--- src/verilog/psr_pkg.sv ---
// Package: constants, types and state layouts of the small-item resource parser
package psr_pkg;

  // ==========================================================
  // Register offsets (byte addresses, one word each)
  localparam logic [7:0] OFS_CTRL   = 8'h00;
  localparam logic [7:0] OFS_STAT   = 8'h04;
  localparam logic [7:0] OFS_LDID   = 8'h08;
  localparam logic [7:0] OFS_LDNAME = 8'h0C;
  localparam logic [7:0] OFS_LDFLG  = 8'h10;
  localparam logic [7:0] OFS_IRQ    = 8'h14;
  localparam logic [7:0] OFS_DMA    = 8'h18;
  localparam logic [7:0] OFS_IORNG  = 8'h1C;
  localparam logic [7:0] OFS_IOINF  = 8'h20;
  localparam logic [7:0] OFS_CID0   = 8'h40;
  localparam int         CID_DEPTH  = 4;

  // Control bits
  localparam int CTRL_START_BIT = 0;
  localparam int CTRL_ECLR_BIT  = 1;

  // ==========================================================
  // Small item codes and tag fields
  localparam int         TAG_TYPE_BIT = 7;
  localparam logic [3:0] IT_VERSION   = 4'h1;
  localparam logic [3:0] IT_LDID      = 4'h2;
  localparam logic [3:0] IT_CID       = 4'h3;
  localparam logic [3:0] IT_IRQ       = 4'h4;
  localparam logic [3:0] IT_DMA       = 4'h5;
  localparam logic [3:0] IT_DEPSTART  = 4'h6;
  localparam logic [3:0] IT_DEPEND    = 4'h7;
  localparam logic [3:0] IT_IOPORT    = 4'h8;
  localparam logic [3:0] IT_FIXIO     = 4'h9;
  localparam logic [3:0] IT_VENDOR    = 4'hE;
  localparam logic [3:0] IT_END       = 4'hF;

  // Field values
  localparam logic [1:0] PRIO_ACCEPT   = 2'h1;
  localparam logic [7:0] PRIO_RSV_MIN  = 8'h03;
  localparam logic [3:0] IRQ_INFO_DFLT = 4'h1;
  localparam int         IRQ_RSV_BIT   = 2;
  localparam logic [1:0] DMA_WIDTH_RSV = 2'h3;
  localparam logic [4:0] LETTER_MIN    = 5'h01;
  localparam logic [4:0] LETTER_MAX    = 5'h1A;
  localparam logic [7:0] ASCII_BASE    = 8'h40;
  localparam logic [7:0] ASCII_BAD     = 8'h3F;

  // ==========================================================
  // Types
  typedef enum logic [3:0] {
    PH_IDLE = 4'h1,
    PH_TAG  = 4'h2,
    PH_DATA = 4'h4,
    PH_END  = 4'h8
  } psr_phase_e;

  typedef struct packed {
    logic        read;
    logic        write;
    logic [7:0]  address;
    logic [3:0]  byteenable;
    logic [31:0] writedata;
  } psr_avm_req_s;

  typedef struct packed {
    psr_phase_e        phase;
    logic [3:0]        code;
    logic [2:0]        len;
    logic [2:0]        cnt;
    logic              bad;
    logic [6:0][7:0]   item;
    logic              running;
    logic              end_seen;
    logic              sum_ok;
    logic              err;
    logic              item_done;
    logic              ready;
    logic              waitreq;
    logic [31:0]       rdata;
    logic [31:0]       ldid;
    logic [15:0]       ldflags;
    logic [2:0]        cid_num;
    logic [3:0][31:0]  cid;
    logic [15:0]       irq_mask;
    logic [3:0]        irq_info;
    logic              irq_rsv;
    logic [14:0]       dma;
    logic              in_group;
    logic [1:0]        prio;
    logic [15:0]       io_min;
    logic [15:0]       io_max;
    logic [7:0]        io_align;
    logic [7:0]        io_len;
    logic              io_dec16;
  } psr_state_s;

  typedef struct packed {
    logic [7:0] sum;
  } psr_sum_state_s;

endpackage

--- src/verilog/psr_id_decode.sv ---
// Identifier splitter: three packed letters and the product code
module psr_id_decode (
  // Raw identifier
  input  wire logic [31:0] id_in,
  // Decoded parts
  output logic      [23:0] letters_out,
  output logic      [15:0] product_out
);

  // ==========================================================
  // Letter decode
  function automatic logic [7:0] to_ascii(input logic [4:0] c);
    // Codes outside A..Z show as a question mark
    if (c >= psr_pkg::LETTER_MIN && c <= psr_pkg::LETTER_MAX) begin
      to_ascii = psr_pkg::ASCII_BASE + {3'h0, c};
    end else begin
      to_ascii = psr_pkg::ASCII_BAD;
    end
  endfunction

  always_comb begin
    letters_out = {to_ascii(id_in[14:10]), to_ascii(id_in[9:5]), to_ascii(id_in[4:0])}; // see [RL2]
    product_out = id_in[31:16]; // see [RL3]
  end

endmodule // psr_id_decode

--- src/verilog/psr_sum.sv ---
// Running byte sum over the resource data stream
module psr_sum (
  // Clock and reset
  input  wire logic       clk_in,
  input  wire logic       rstn_in,
  // Control and data
  input  wire logic       clear_in,
  input  wire logic       add_in,
  input  wire logic [7:0] byte_in,
  // Sum so far
  output logic      [7:0] sum_out
);

  psr_pkg::psr_sum_state_s st_reg;
  psr_pkg::psr_sum_state_s st_next;

  always_comb begin
    st_next = st_reg;
    if (clear_in) begin
      st_next.sum = 8'h00;
    end else if (add_in) begin
      st_next.sum = st_reg.sum + byte_in;
    end
  end

  always_ff @(posedge clk_in) begin
    if (!rstn_in) begin
      st_reg <= '0;
    end else begin
      st_reg <= st_next;
    end
  end

  assign sum_out = st_reg.sum;

endmodule // psr_sum

--- src/verilog/psr_parser.sv ---
// Small-item resource descriptor parser with Avalon-MM register access
// Summary of operation
// [RL1] Bit7 zero: code bits 6-3, length 2-0
// [RL2] Low id bits: three 5-bit letters A..Z
// [RL3] Upper id half passed as product code
// [RL4] Logical id: length 5/6, LSB first, flags
// [RL5] Flag bit 0 marks boot-capable device
// [RL6] Flags map optional registers 31h to 3Fh
// [RL7] Compatible id: four bytes, LSB first, repeatable
// [RL8] Compatible ids reported in stored order
// [RL9] IRQ item length 2/3, 16-bit mask
// [RL10] IRQ mask bit 2 reserved, flagged
// [RL11] IRQ info types; absent means high edge
// [RL12] DMA item length 2, channel mask
// [RL13] DMA speed bits 6-5, bit 7 zero
// [RL14] DMA word, byte, bus-master bits
// [RL15] DMA width preference bits 1-0
// [RL16] Start group; no byte means acceptable
// [RL17] Priority 0/1/2; 3 and above flagged
// [RL18] End tag closes dependent group
// [RL19] I/O descriptor, 7 bytes, decode width
// [RL20] I/O min/max 16-bit, equal means fixed
// [RL21] Alignment above zero, then port count
// [RL22] End tag stops, checksum sums to zero
// [RL23] Bad code, length or bit: flag, skip; IRQ reserved bits flagged but mask and info still stored
module psr_parser (
  // Clock and reset
  input  wire logic                  clk_in,
  input  wire logic                  rstn_in,
  // Register bus
  input  wire psr_pkg::psr_avm_req_s avm_req_in,
  output logic                [31:0] avm_readdata_out,
  output logic                       avm_waitrequest_out,
  // Resource byte stream
  input  wire logic            [7:0] byte_in,
  input  wire logic                  byte_valid_in,
  output logic                       byte_ready_out,
  // Status
  output logic                       item_done_out,
  output logic                       parse_error_out,
  output logic                       parse_end_out
);

  psr_pkg::psr_state_s st_reg;
  psr_pkg::psr_state_s st_next;

  logic            acc;
  logic            fin;
  logic [3:0]      fcode;
  logic [2:0]      flen;
  logic            fbad;
  logic            rsv;
  logic            err_set;
  logic            start;
  logic            eclr;
  logic [6:0][7:0] bufc;
  logic [7:0]      sum;
  logic [23:0]     ld_letters;
  logic [15:0]     ld_product;
  logic [31:0]     rd;

  // ==========================================================
  // Helpers
  function automatic logic len_ok(input logic [3:0] c, input logic [2:0] l);
    unique case (c)
      psr_pkg::IT_VERSION:  len_ok = (l == 3'd2);
      psr_pkg::IT_LDID:     len_ok = (l == 3'd5) || (l == 3'd6);
      psr_pkg::IT_CID:      len_ok = (l == 3'd4);
      psr_pkg::IT_IRQ:      len_ok = (l == 3'd2) || (l == 3'd3);
      psr_pkg::IT_DMA:      len_ok = (l == 3'd2);
      psr_pkg::IT_DEPSTART: len_ok = (l <= 3'd1);
      psr_pkg::IT_DEPEND:   len_ok = (l == 3'd0);
      psr_pkg::IT_IOPORT:   len_ok = (l == 3'd7);
      psr_pkg::IT_FIXIO:    len_ok = (l == 3'd3);
      psr_pkg::IT_VENDOR:   len_ok = (l != 3'd0);
      psr_pkg::IT_END:      len_ok = (l == 3'd1);
      default:              len_ok = 1'b0;
    endcase
  endfunction

  function automatic logic [31:0] word4(input logic [6:0][7:0] b);
    // Identifier bytes arrive least significant first
    word4 = {b[3], b[2], b[1], b[0]};
  endfunction

  psr_id_decode u_id (
    .id_in       (st_reg.ldid),
    .letters_out (ld_letters),
    .product_out (ld_product)
  );

  psr_sum u_sum (
    .clk_in  (clk_in),
    .rstn_in (rstn_in),
    .clear_in(start),
    .add_in  (acc),
    .byte_in (byte_in),
    .sum_out (sum)
  );

  // ==========================================================
  // Register read mux
  always_comb begin
    rd = 32'h0000_0000;
    if (avm_req_in.address[7:4] == psr_pkg::OFS_CID0[7:4]) begin
      rd = st_reg.cid[avm_req_in.address[3:2]]; // see [RL8]
    end else begin
      unique case (avm_req_in.address)
        psr_pkg::OFS_CTRL:   rd = {31'h0, st_reg.running};
        psr_pkg::OFS_STAT:   rd = {14'h0, st_reg.io_dec16, st_reg.io_min == st_reg.io_max,
                                   st_reg.irq_rsv, st_reg.in_group, st_reg.prio,
                                   1'b0, st_reg.cid_num, st_reg.code, st_reg.err,
                                   st_reg.sum_ok, st_reg.end_seen, st_reg.running};
        psr_pkg::OFS_LDID:   rd = st_reg.ldid;
        psr_pkg::OFS_LDNAME: rd = {8'h00, ld_letters};
        psr_pkg::OFS_LDFLG:  rd = {ld_product, st_reg.ldflags};
        psr_pkg::OFS_IRQ:    rd = {11'h0, st_reg.irq_rsv, st_reg.irq_info, st_reg.irq_mask};
        psr_pkg::OFS_DMA:    rd = {17'h0, st_reg.dma};
        psr_pkg::OFS_IORNG:  rd = {st_reg.io_max, st_reg.io_min};
        psr_pkg::OFS_IOINF:  rd = {13'h0, st_reg.io_align != 8'h00, st_reg.io_min == st_reg.io_max,
                                   st_reg.io_dec16, st_reg.io_len, st_reg.io_align};
        default:             rd = 32'h0000_0000;
      endcase
    end
  end

  // ==========================================================
  // Parser and bus control
  always_comb begin
    st_next      = st_reg;
    st_next.item_done = 1'b0;
    acc     = st_reg.ready && byte_valid_in;
    fin     = 1'b0;
    fcode   = st_reg.code;
    flen    = st_reg.len;
    fbad    = st_reg.bad;
    bufc    = st_reg.item;
    rsv     = 1'b0;
    err_set = 1'b0;
    start   = avm_req_in.write && !st_reg.waitreq && avm_req_in.byteenable[0]
              && (avm_req_in.address == psr_pkg::OFS_CTRL)
              && avm_req_in.writedata[psr_pkg::CTRL_START_BIT];
    eclr    = avm_req_in.write && !st_reg.waitreq && avm_req_in.byteenable[0]
              && (avm_req_in.address == psr_pkg::OFS_CTRL)
              && avm_req_in.writedata[psr_pkg::CTRL_ECLR_BIT];

    unique case (st_reg.phase)
      psr_pkg::PH_IDLE: begin
      end
      psr_pkg::PH_TAG: begin
        if (acc) begin
          if (byte_in[psr_pkg::TAG_TYPE_BIT]) begin
            // Large items are not walked, so their length cannot be skipped safely
            err_set       = 1'b1;
            st_next.phase = psr_pkg::PH_END;
          end else begin
            st_next.code = byte_in[6:3]; // see [RL1]
            st_next.len  = byte_in[2:0]; // see [RL1]
            st_next.cnt  = 3'd0;
            st_next.bad  = !len_ok(byte_in[6:3], byte_in[2:0]); // see [RL23]
            fcode        = byte_in[6:3];
            flen         = byte_in[2:0];
            fbad         = !len_ok(byte_in[6:3], byte_in[2:0]);
            if (byte_in[2:0] == 3'd0) begin
              fin = 1'b1;
            end else begin
              st_next.phase = psr_pkg::PH_DATA;
            end
          end
        end
      end
      psr_pkg::PH_DATA: begin
        if (acc) begin
          bufc[st_reg.cnt] = byte_in;
          st_next.item     = bufc;
          st_next.cnt      = st_reg.cnt + 3'd1;
          if (st_reg.cnt + 3'd1 == st_reg.len) begin
            // A bad item is consumed by its length before the next tag
            fin           = 1'b1; // see [RL23]
            st_next.phase = psr_pkg::PH_TAG;
          end
        end
      end
      psr_pkg::PH_END: begin
      end
      default: begin
        st_next.phase = psr_pkg::PH_IDLE;
      end
    endcase

    if (fin) begin
      st_next.item_done = 1'b1;
      if (fbad) begin
        err_set = 1'b1; // see [RL23]
      end else begin
        unique case (fcode)
          psr_pkg::IT_LDID: begin
            st_next.ldid         = word4(bufc); // see [RL4]
            st_next.ldflags[7:0] = bufc[4]; // see [RL5] [RL6]
            st_next.ldflags[15:8] = (flen == 3'd6) ? bufc[5] : 8'h00; // see [RL6]
          end
          psr_pkg::IT_CID: begin
            if (st_reg.cid_num < 3'(psr_pkg::CID_DEPTH)) begin
              st_next.cid[st_reg.cid_num[1:0]] = word4(bufc); // see [RL7] [RL8]
              st_next.cid_num = st_reg.cid_num + 3'd1; // see [RL8]
            end else begin
              err_set = 1'b1;
            end
          end
          psr_pkg::IT_IRQ: begin
            st_next.irq_mask = {bufc[1], bufc[0]}; // see [RL9]
            st_next.irq_rsv  = bufc[0][psr_pkg::IRQ_RSV_BIT]; // see [RL10]
            rsv = bufc[0][psr_pkg::IRQ_RSV_BIT];
            if (flen == 3'd3) begin
              st_next.irq_info = bufc[2][3:0]; // see [RL11]
              rsv = rsv || (bufc[2][7:4] != 4'h0);
            end else begin
              st_next.irq_info = psr_pkg::IRQ_INFO_DFLT; // see [RL11]
            end
          end
          psr_pkg::IT_DMA: begin
            rsv = bufc[1][7] || (bufc[1][1:0] == psr_pkg::DMA_WIDTH_RSV); // see [RL13] [RL15]
            if (!rsv) begin
              // Mask, speed, word, byte, master, width
              st_next.dma = {bufc[1][6:0], bufc[0]}; // see [RL12] [RL13] [RL14] [RL15]
            end
          end
          psr_pkg::IT_DEPSTART: begin
            st_next.in_group = 1'b1; // see [RL16]
            if (flen == 3'd0) begin
              st_next.prio = psr_pkg::PRIO_ACCEPT; // see [RL16]
            end else if (bufc[0] >= psr_pkg::PRIO_RSV_MIN) begin
              rsv = 1'b1; // see [RL17]
            end else begin
              st_next.prio = bufc[0][1:0]; // see [RL17]
            end
          end
          psr_pkg::IT_DEPEND: begin
            st_next.in_group = 1'b0; // see [RL18]
          end
          psr_pkg::IT_IOPORT: begin
            rsv = (bufc[0][7:1] != 7'h00);
            if (!rsv) begin
              st_next.io_dec16 = bufc[0][0]; // see [RL19]
              st_next.io_min   = {bufc[2], bufc[1]}; // see [RL20]
              st_next.io_max   = {bufc[4], bufc[3]}; // see [RL20]
              st_next.io_align = bufc[5]; // see [RL21]
              st_next.io_len   = bufc[6]; // see [RL21]
            end
          end
          psr_pkg::IT_END: begin
            // A zero checksum byte means the sum is not checked
            st_next.end_seen = 1'b1; // see [RL22]
            st_next.sum_ok   = (bufc[0] == 8'h00) || (sum + bufc[0] == 8'h00); // see [RL22]
            st_next.running  = 1'b0;
            st_next.phase    = psr_pkg::PH_END; // see [RL22]
          end
          default: begin
          end
        endcase
        err_set = err_set || rsv; // see [RL23]
      end
    end

    // Error set wins over a clear in the same cycle
    st_next.err = (st_reg.err && !eclr) || err_set;

    if (start) begin
      st_next         = '0;
      st_next.phase   = psr_pkg::PH_TAG;
      st_next.running = 1'b1;
      st_next.prio    = psr_pkg::PRIO_ACCEPT;
      st_next.irq_info = psr_pkg::IRQ_INFO_DFLT;
    end

    // One wait cycle per access; read data stands with the low waitrequest
    st_next.waitreq = !((avm_req_in.read || avm_req_in.write) && st_reg.waitreq);
    st_next.rdata   = (avm_req_in.read && st_reg.waitreq) ? rd : st_reg.rdata;
    st_next.ready   = st_next.running
                      && ((st_next.phase == psr_pkg::PH_TAG)
                      || (st_next.phase == psr_pkg::PH_DATA)); // see [RL22]
  end

  always_ff @(posedge clk_in) begin
    if (!rstn_in) begin
      st_reg          <= '0;
      st_reg.phase    <= psr_pkg::PH_IDLE;
      st_reg.waitreq  <= 1'b1;
      st_reg.prio     <= psr_pkg::PRIO_ACCEPT;
      st_reg.irq_info <= psr_pkg::IRQ_INFO_DFLT;
    end else begin
      st_reg <= st_next;
    end
  end

  assign avm_readdata_out    = st_reg.rdata;
  assign avm_waitrequest_out = st_reg.waitreq;
  assign byte_ready_out      = st_reg.ready;
  assign item_done_out       = st_reg.item_done;
  assign parse_error_out     = st_reg.err;
  assign parse_end_out       = st_reg.end_seen;

  logic fin_ok;
  assign fin_ok = fin && !fbad && !start;
endmodule // psr_parser

--- config.mk ---
export PLATFORM = sky130hd
export DESIGN_NAME = psr_parser
export DESIGN_NICKNAME = d
export VERILOG_FILES = /design/src/verilog/psr_pkg.sv /design/src/verilog/psr_id_decode.sv /design/src/verilog/psr_sum.sv /design/src/verilog/psr_parser.sv
export SDC_FILE = /design/constraint.sdc
export NUM_CORES = 1
export LEC_CHECK = 0
export BUFFER_PORTS_ARGS = -buffer_cell sky130_fd_sc_hd__buf_4
export CORE_ASPECT_RATIO = 1.75
export CORE_MARGIN = 3
export CORE_UTILIZATION = 61
export CTS_CLUSTER_DIAMETER = 80
export DETAILED_ROUTE_END_ITERATION = 7
export PLACE_DENSITY = 0.8
export SYNTH_ARGS = -nofsm -noshare
export SYNTH_HDL_FRONTEND = slang
export SYNTH_HIERARCHICAL = 1
export SYNTH_SLANG_ARGS = --single-unit
--- constraint.sdc ---
create_clock -name clk_in -period 4.55 [get_ports clk_in]
set_input_delay 0.2275 -clock clk_in [delete_from_list [all_inputs] [get_ports clk_in]]
set_output_delay 0.2275 -clock clk_in [all_outputs]
set_load 0.01 [all_outputs]
==> load_flow_metrics.sql, run 1 <==
INSERT INTO impl_metrics (metric_group, metric, value, unit) VALUES
('outcome', 'status', 'finished clean', ''),
('global_routing', 'vias_in_the_first_global_route', '14600', ''),
('synthesis', 'netlist.area_leader.share', '43.4', '%'),
('floorplanning', 'core.rowCount', '81', ''),
('floorplanning', 'io-pin-count', '94', ''),
('critical_path', 'cp_data_arrival_time', '4460', 'ps'),
('power_and_ir_drop', 'cellPowerDensity', '345', 'mW/mm^2'),
('power_and_ir_drop', 'total_power', '0.00661', 'W'),
('routing', 'antenna_left', '0', ''),
('global_routing', 'antenna_violations_before_repair', '0', ''),
('routing', 'dr.pass1.iters', '6', ''),
('routing', 'routedLengthMet1', '19700', 'microns'),
('routing', 'detailroute.wirelength.met3', '4270', 'microns'),
('routing', 'dr.max_layer_used', 'met4', ''),
('sta', 'timing.max_slew.rel_slack', '14.7', '%'),
('power_and_ir_drop', 'switching_power_as_a_share_of_total_power', '23.2', '%'),
('global_routing', 'largest_net_degree_at_the_start_of_global_routing', '85', ''),
('floorplanning', 'initial_core_util', '62.7', '%'),
('power_and_ir_drop', 'power_frac_seq', '51.3', '%'),
('floorplanning', 'placeableCoreArea', '0.0283', 'sq mm'),
('routing', 'finalWirelength', '54400', 'microns'),
('sta', 'max_freq', '250', 'MHz'),
('power_and_ir_drop', 'power_report.internal_total', '0.00508', 'W'),
('layout', 'syn2layout_area_growth', '8.13', '%'),
('power_and_ir_drop', 'switchingPower', '0.00153', 'W'),
('routing', 'detailroute.wirelength.met2', '25500', 'microns'),
('placed_design', 'port-buffer-count', '60', ''),
('cts', 'cts_buffer_count', '35', ''),
('routing', 'remaining_routing_drc_violations', '0', ''),
('sta', 'rsz0062_at_grt', 'false', ''),
('critical_path', 'critical_path.most_common_cell', 'sky130_fd_sc_hd__nor3_1', ''),
('power_and_ir_drop', 'leakage', '7.02', 'nW'),
('critical_path', 'cp-end-kind', 'register', ''),
('synthesis', 'ys_warn_count', '6', ''),
('cts', 'tritoncts_clock_tree', 'built', ''),
('layout', 'drive_gt1_share', '12.1', '%'),
('routing', 'drt-vias-per-instance', '6.58', ''),
('cts', 'clock_insertion_delay_worst_skew', '540', 'ps'),
('cts', 'clk_pin_slew_worst_paths', '70', 'ps'),
('sta', 'report.final.setup_viol', '0', ''),
('synthesis', 'synth.top_cells.by_area', 'sky130_fd_sc_hd__dfxtp_1, sky130_fd_sc_hd__o21ai_0, sky130_fd_sc_hd__mux2i_1, sky130_fd_sc_hd__nand3_1, sky130_fd_sc_hd__mux4_2', ''),
('power_and_ir_drop', 'power.share.combinational', '4.8', '%'),
('power_and_ir_drop', 'max-vdd-ir-drop', '0.317', 'mV'),
('critical_path', 'cp_slowest_cell', 'sky130_fd_sc_hd__mux2i_1', ''),
('cts', 'clkSinkCount', '384', ''),
('layout', 'antenna_cells', '0', ''),
('synthesis', 'synth-seq-area-share', '43.4', '%'),
('cts', 'clk_tree_root_cell', 'sky130_fd_sc_hd__clkbuf_16', ''),
('sta', 'timing.clock.skew', '20.0', 'ps'),
('power_and_ir_drop', 'p_clk_share', '43.8', '%'),
('cts', 'max-clock-path-buffers', '3', ''),
('sta', 'slew_viol_final', '0', ''),
('routing', 'routed_wire_length_per_instance', '23.4', 'microns'),
('global_routing', 'globalRoute.totalOverflow', '0', ''),
('layout', 'area.sequential', '0.00769', 'sq mm'),
('sta', 'fin_crit', '4000', 'ps'),
('synthesis', 'postSynthAreaPerCell', '8.86', 'sq um'),
('sta', 'min_period_over_period', '87.9', '%'),
('synthesis', 'postSynthCellCount', '2000', ''),
('synthesis', 'synth_enable_flop_cells', '0', ''),
('critical_path', 'critical_path.max_stage_delay', '480', 'ps'),
('layout', 'multi_input_area', '0.00882', 'sq mm'),
('global_routing', 'first_pass_grt_wire_length', '83400', 'microns'),
('placed_design', 'gpl.final_weighted_congestion', '1.02', ''),
('critical_path', 'critPathKind', 'register to register', ''),
('layout', 'fin_nets', '2005', ''),
('synthesis', 'asyncSetResetFlopFracSynth', '0', '%'),
('routing', 'detailedRoute.firstIterationViolations', '1464', ''),
('global_routing', 'grt.total_usage', '34.3', '%'),
('synthesis', 'yosys_register_bits', '384', ''),
('synthesis', 'synth_top_area_cell', 'sky130_fd_sc_hd__dfxtp_1', '');
## critical path: cells and delay by family (launching register included)
kind | cells | cell delay (ps)
buffers and inverters | 1 | 200
DFF | 1 | 390
xor gates and xnor gates | 1 | 170
AOI/OAI and AO/OA | 3 | 720
and+or+nand+nor | 5 | 1250
adders and majority gates | 2 | 700
muxes | 1 | 480
## through the flow
step / worst slack (ps) / util (%) / hold WS (ps) / cells
3_3_place_gp: 712 / 63.7 / 430 / 2261
2_1_floorplan: 1280 / - / 343 / 2002
4_1_cts: 617 / 67.7 / 92.9 / 2324
5_1_grt: 219 / 67.7 / 111 / 2324
6_report: 552 / 67.7 / 111 / 2324
3_5_place_dp: 641 / 63.7 / 439 / 2261
## layout make-up
cell class,instances,area share [%]
clock buffer,47,5.18
clock inverter,14,0.621
inverter,53,1.04
multi-input combinational,1347,46.0
sequential,384,40.1
tap,373,2.44
timing repair buffer,106,4.57
## layer usage
metal,vias up,global-route usage (%)
met5,-,0
met3,232,5.41
met4,0,26.5
met2,807,55.6
met1,7246,40.3
li1,6996,-
## power groups by stage
| stage | sequential, W | combinational, W | clock (W) |
|---|---|---|---|
| detailed placement | 0.00347 | 0.000309 | 0 |
| CTS | 0.00339 | 0.000312 | 0.00292 |
| global route | 0.00339 | 0.000335 | 0.00305 |
| finish | 0.00340 | 0.000319 | 0.00290 |
| floorplan | 0.00346 | 0.000200 | 0 |
| global placement | 0.00347 | 0.000306 | 0 |
## cell usage after synthesis (5+ instances only)
library cell	number
sky130_fd_sc_hd__nor2_1	168
sky130_fd_sc_hd__a31oi_1	27
sky130_fd_sc_hd__nor2b_1	6
sky130_fd_sc_hd__a21oi_1	54
sky130_fd_sc_hd__nand2b_1	32
sky130_fd_sc_hd__buf_2	18
sky130_fd_sc_hd__clkbuf_1	117
sky130_fd_sc_hd__mux2i_1	101
sky130_fd_sc_hd__nand3b_1	6
sky130_fd_sc_hd__a221oi_1	29
sky130_fd_sc_hd__nor3_1	17
sky130_fd_sc_hd__dfxtp_1	384
sky130_fd_sc_hd__buf_1	27
sky130_fd_sc_hd__nand2_1	148
sky130_fd_sc_hd__a211oi_1	60
sky130_fd_sc_hd__inv_1	53
sky130_fd_sc_hd__mux2_2	20
sky130_fd_sc_hd__buf_4	54
sky130_fd_sc_hd__ha_1	19
sky130_fd_sc_hd__a222oi_1	12
sky130_fd_sc_hd__nand3_1	164
sky130_fd_sc_hd__xor2_1	6
sky130_fd_sc_hd__nor4_1	7
sky130_fd_sc_hd__o21ai_0	242
sky130_fd_sc_hd__mux4_2	32
sky130_fd_sc_hd__o31ai_1	5
sky130_fd_sc_hd__a22oi_1	34
sky130_fd_sc_hd__o21ai_1	11
sky130_fd_sc_hd__nand4_1	15
sky130_fd_sc_hd__xnor2_1	22
sky130_fd_sc_hd__or3_1	5
## layout by cell type (no fill, tap or decap), types with 6 or more instances in the layout
cell                        instances
sky130_fd_sc_hd__buf_4             98
sky130_fd_sc_hd__clkbuf_1           6
sky130_fd_sc_hd__nor3_1            16
sky130_fd_sc_hd__inv_1             53
sky130_fd_sc_hd__ha_1              19
sky130_fd_sc_hd__nand3_1          164
sky130_fd_sc_hd__a22oi_1           34
sky130_fd_sc_hd__o21ai_1           11
sky130_fd_sc_hd__o21ai_0          242
sky130_fd_sc_hd__a31oi_1           27
sky130_fd_sc_hd__nand4_1           15
sky130_fd_sc_hd__xnor2_1           22
sky130_fd_sc_hd__a21oi_1           54
sky130_fd_sc_hd__mux2_2            20
sky130_fd_sc_hd__buf_12             6
sky130_fd_sc_hd__dfxtp_1          384
sky130_fd_sc_hd__mux2i_1          101
sky130_fd_sc_hd__nand2_1          147
sky130_fd_sc_hd__mux4_2            32
sky130_fd_sc_hd__nand2b_1          32
sky130_fd_sc_hd__xor2_1             6
sky130_fd_sc_hd__a222oi_1          12
sky130_fd_sc_hd__a211oi_1          60
sky130_fd_sc_hd__a221oi_1          29
sky130_fd_sc_hd__nor4_1             7
sky130_fd_sc_hd__clkinv_2           8
sky130_fd_sc_hd__nor2_1           168
sky130_fd_sc_hd__nand3b_1           6
sky130_fd_sc_hd__clkbuf_16         36
## cells by family after synthesis
| family | count (synthesis) | synth area share [%] |
|---|---|---|
| simple gates | 613 | 16.7 |
| compound gates | 526 | 18.5 |
| flops | 384 | 43.4 |
| buf+inv | 271 | 7.10 |
| mux | 155 | 11.2 |
| xor+xnor | 29 | 1.52 |
| fa+ha+maj | 21 | 1.57 |
| other cells | 1 | 0.0212 |
## worst paths after layout
| path | from | endpoint | slack [ps] | depth (start not counted) |
|---|---|---|---|---|
| max | st_reg[374] | st_reg[303] | 550 | 13 |
| min | rstn_in | st_reg[373] | 110 | 2 |
| max reg2reg | st_reg[374] | st_reg[303] | 550 | 13 |
| min reg2reg | st_reg[69] | st_reg[69] | 460 | 2 |
No activity file was read; power rests on OpenSTA's default activity.
==> inputs of run 2 (changes only) <==
Settings changed: ABC_AREA set to 1, CORE_MARGIN 3 to 2, CORE_UTILIZATION 61 to 62, PLACE_DENSITY 0.8 to 0.81.
Clock period 4.55 ns to 4.21 ns, I/O delays scaled along.
==> run 2 against run 1 <==
Critical path depth up 3. Power up 15%. First-iteration DRC count up 51%. Global-route usage up 4.6 points. Sequential power up 7.9%. Critical path type unchanged. Cell area up 4.7%. Maximum frequency up 18%. Final cell count up 29%. Combinational power up 6.3%. Critical endpoint unchanged.
==> load_flow_metrics.sql, run 2 <==
INSERT INTO impl_metrics (metric_group, metric, value, unit) VALUES
('outcome', 'status', 'finished clean', ''),
('placed_design', 'gpl.final_weighted_congestion', '1.01', ''),
('routing', 'dr.max_layer_used', 'met4', ''),
('critical_path', 'critical_path.max_stage_delay', '450', 'ps'),
('power_and_ir_drop', 'switching_power_as_a_share_of_total_power', '22.8', '%'),
('critical_path', 'critical_path.top_delay_family', 'simple AND/OR/NAND/NOR gates', ''),
('synthesis', 'synth_top_area_cell', 'sky130_fd_sc_hd__dfxtp_1', ''),
('floorplanning', 'initial_core_util', '63.1', '%'),
('routing', 'finalWirelength', '61600', 'microns'),
('global_routing', 'grt.total_usage', '38.9', '%'),
('critical_path', 'cp_slowest_cell', 'sky130_fd_sc_hd__ha_1', ''),
('layout', 'area.sequential', '0.00769', 'sq mm'),
('synthesis', 'synthesis.area', '0.0186', 'sq mm'),
('power_and_ir_drop', 'leakage', '8.11', 'nW'),
('synthesis', 'netlist_top_cells_count', 'sky130_fd_sc_hd__nand2_1, sky130_fd_sc_hd__dfxtp_1, sky130_fd_sc_hd__a21oi_1', ''),
('cts', 'postCtsSetupRepairBufs', '0', ''),
('synthesis', 'yosys_most_used_dff', 'sky130_fd_sc_hd__dfxtp_1', ''),
('sta', 'report.final.setup_viol', '0', ''),
('power_and_ir_drop', 'cellPowerDensity', '379', 'mW/mm^2'),
('floorplanning', 'placeableCoreArea', '0.0294', 'sq mm'),
('placed_design', 'placement.setup.worst_slack', '1030', 'ps'),
('critical_path', 'critical_path.most_common_cell', 'sky130_fd_sc_hd__nand2_1', ''),
('sta', 'fin_tns_setup', '0', 'ps'),
('layout', 'fillCellCount', '2576', ''),
('synthesis', 'netlist.area_leader.share', '41.4', '%'),
('power_and_ir_drop', 'max-vdd-ir-drop', '0.304', 'mV'),
('critical_path', 'critPathMaxFanout', '14', ''),
('cts', 'clk_tree_root_cell', 'sky130_fd_sc_hd__clkbuf_16', ''),
('layout', 'utilization', '68.2', '%'),
('critical_path', 'r2r-start', 'st_reg[375]', ''),
('synthesis', 'postSynthAreaPerCell', '6.98', 'sq um'),
('global_routing', 'globalRoute.totalOverflow', '0', ''),
('critical_path', 'cp-end-kind', 'register', ''),
('global_routing', 'antenna_violations_before_repair', '0', ''),
('cts', 'max-clock-path-buffers', '3', ''),
('synthesis', 'postSynthCellCount', '2657', ''),
('placed_design', 'port-buffer-count', '60', ''),
('global_routing', 'vias_in_the_first_global_route', '17500', ''),
('sta', 'slew_viol_final', '0', ''),
('layout', 'antenna_cells', '0', ''),
('critical_path', 'ff2ff_setup_slack', '810', 'ps'),
('synthesis', 'synth-seq-area-share', '41.4', '%'),
('global_routing', 'largest_net_degree_at_the_start_of_global_routing', '201', ''),
('sta', 'timing_hold_violations_final', '0', ''),
('critical_path', 'critical_path.startpoint', 'st_reg[375]', ''),
('sta', 'rsz0062_at_grt', 'false', ''),
('cts', 'holdBufCountCts', '2', ''),
('worst_hold_path', 'min_delay_path_depth', '2', ''),
('critical_path', 'critPathRequiredTime', '4690', 'ps'),
('critical_path', 'cp_data_arrival_time', '3880', 'ps'),
('synthesis', 'yosys_register_bits', '384', ''),
('routing', 'routedLengthMet1', '21700', 'microns'),
('routing', 'dr.pass1.iters', '6', ''),
('critical_path', 'path_buf_inv', '2', ''),
('power_and_ir_drop', 'power_frac_seq', '48.3', '%'),
('sta', 'min_period_over_period', '80.8', '%'),
('power_and_ir_drop', 'power_report.internal_total', '0.00586', 'W'),
('routing', 'via_count', '18300', ''),
('floorplanning', 'core.rowCount', '83', ''),
('placed_design', 'post-dp-hpwl', '41900', 'microns'),
('synthesis', 'synth.top_cells.by_area', 'sky130_fd_sc_hd__dfxtp_1, sky130_fd_sc_hd__nand2_1, sky130_fd_sc_hd__a21oi_1, sky130_fd_sc_hd__nand3_1, sky130_fd_sc_hd__nor2_1', ''),
('sta', 'postLayoutSetupSlackWorst', '810', 'ps'),
('cts', 'tritoncts_clock_tree', 'built', ''),
('critical_path', 'r2r_end', 'st_reg[303]', ''),
('cts', 'clock_insertion_delay_worst_skew', '550', 'ps'),
('critical_path', 'timing.reg2reg.worst_path_depth', '16', ''),
('floorplanning', 'die_height', '233', 'microns'),
('synthesis', 'yosysMostFrequentCell', 'sky130_fd_sc_hd__nand2_1', ''),
('critical_path', 'crit_chain', 'nand2_1 > nor2_2 > buf_4 > nand3_1 > nand2_1 > inv_1 > ha_1 > nand2_1 > nand2_1 > a31o_2 > xor2_1 > a21oi_1 > nand3_1 > nor2_1 > nor2_1 > nor2_1', ''),
('power_and_ir_drop', 'switchingPower', '0.00173', 'W'),
('layout', 'multi_input_area', '0.00874', 'sq mm'),
('floorplanning', 'design.die.area', '0.0314', 'sq mm'),
('sta', 'timing.max_slew.rel_slack', '18.2', '%'),
('cts', 'cts_buffer_count', '37', ''),
('routing', 'remaining_routing_drc_violations', '0', ''),
('synthesis', 'ys_warn_count', '6', ''),
('layout', 'syn2layout_area_growth', '8.10', '%'),
('critical_path', 'critPathKind', 'register to register', ''),
('critical_path', 'timing.critical_path.from_type', 'register', ''),
('routing', 'detailroute.wirelength.met2', '28300', 'microns'),
('cts', 'post_cts_resize_count', '0', ''),
('layout', 'top_library_cells_by_usage_in_the_layout_fill_and_taps_aside', 'sky130_fd_sc_hd__nand2_1, sky130_fd_sc_hd__dfxtp_1, sky130_fd_sc_hd__a21oi_1', ''),
('sta', 'fin_crit', '3400', 'ps'),
('worst_hold_path', 'min_delay_worst_endpoint', 'st_reg[373]', ''),
('routing', 'drt-vias-per-instance', '6.09', ''),
('cts', 'clk_pin_slew_worst_paths', '60', 'ps'),
('layout', 'layout.cell_area.non_filler', '0.0201', 'sq mm'),
('cts', 'clkSinkCount', '384', ''),
('power_and_ir_drop', 'p_clk_share', '47.2', '%'),
('floorplanning', 'die-width', '135', 'microns'),
('worst_hold_path', 'worstHoldStart', 'rstn_in', ''),
('routing', 'detailedRoute.firstIterationViolations', '2213', ''),
('placed_design', 'place.detailed.instances', '2939', ''),
('placed_design', 'cell_area_after_placement', '0.0187', 'sq mm'),
('floorplanning', 'io-pin-count', '94', ''),
('layout', 'final_cell_count_no_fill', '3006', ''),
('cts', 'cts-htree-levels', '2', ''),
('layout', 'fin_nets', '2676', ''),
('flow_run', 'max_cap_viol_count', '0', ''),
('power_and_ir_drop', 'power.share.combinational', '4.5', '%'),
('sta', 'timing.clock.skew', '22.9', 'ps'),
('layout', 'layout.cells.most_common', 'sky130_fd_sc_hd__nand2_1', ''),
('routing', 'detailroute.wirelength.met3', '5590', 'microns'),
('synthesis', 'asyncSetResetFlopFracSynth', '0', '%'),
('global_routing', 'first_pass_grt_wire_length', '94300', 'microns'),
('routing', 'routed_wire_length_per_instance', '20.5', 'microns'),
('sta', 'tightestPinTransition', '1220', 'ps'),
('layout', 'drive_gt1_share', '8.42', '%'),
('sta', 'max_freq', '294', 'MHz'),
('routing', 'antenna_left', '0', ''),
('synthesis', 'synthDistinctLibCells', '55', ''),
('synthesis', 'synth_enable_flop_cells', '0', ''),
('worst_hold_path', 'worst_hold_path_type', 'input port to register', '');
-- run 2: layout make-up --
class	count	area share, %
clock buffer	51	5.39
clock inverter	14	1.05
inverter	268	5.02
multi-input combinational	1799	43.6
sequential	384	38.3
tap	382	2.38
timing repair buffer	108	4.25
-- run 2: routing by layer --
metal	track usage, %	vias up
li1	-	8495
met1	44.3	8451
met2	62.8	1086
met3	5.97	285
met4	33.9	0
met5	0	-
-- run 2: cell families (layout without fill, tap and decap cells) --
kind of cell / Yosys count / in the layout / share of synthesized area, %
multiplexers: 8 / 8 / 0.432
buffers and inverters: 476 / 441 / 11.7
AO/OA/AOI/OAI: 509 / 509 / 15.2
flip-flops: 384 / 384 / 41.4
other: 1 / 3 / 0.0202
adder cells (fa/ha/maj): 21 / 21 / 1.50
AND/OR/NAND/NOR: 1231 / 1231 / 28.4
XOR/XNOR: 27 / 27 / 1.27
-- run 2: worst max-delay path by stage --
| stage | slack [ps] | cells after the start | endpoint |
|---|---|---|---|
| CTS | 1020 | 16 | st_reg[303] |
| detailed placement | 1030 | 16 | st_reg[303] |
| global route | 710 | 16 | st_reg[303] |
| finish | 810 | 16 | st_reg[303] |
| global placement | 1060 | 16 | st_reg[303] |
| floorplan | 1420 | 17 | st_reg[303] |
-- run 2: through the flow --
step,hold WS (ps),total power [W]
final,110,0.00759
after global routing,114,0.00776
after CTS,98.7,0.00759
after detailed placement,437,0.00408
after global placement,424,0.00407
after floorplan,326,0.00395
-- run 2: worst reg2reg max path: cells and delay by family (launching register included) --
kind	cells	cell delay, ps
adder cells (fa/ha/maj)	1	450
buffers and inverters	2	510
flip-flops	1	410
XOR/XNOR	1	150
AO/OA/AOI/OAI	2	390
AND/OR/NAND/NOR	10	1420
-- run 2: power groups by stage --
stage / registers [W] / logic (W) / clock network, W
2_1_floorplan: 0.00374 / 0.000203 / 0
3_3_place_gp: 0.00375 / 0.000321 / 0
3_5_place_dp: 0.00375 / 0.000326 / 0
4_1_cts: 0.00367 / 0.000328 / 0.00359
5_1_grt: 0.00367 / 0.000355 / 0.00374
6_report: 0.00367 / 0.000339 / 0.00358
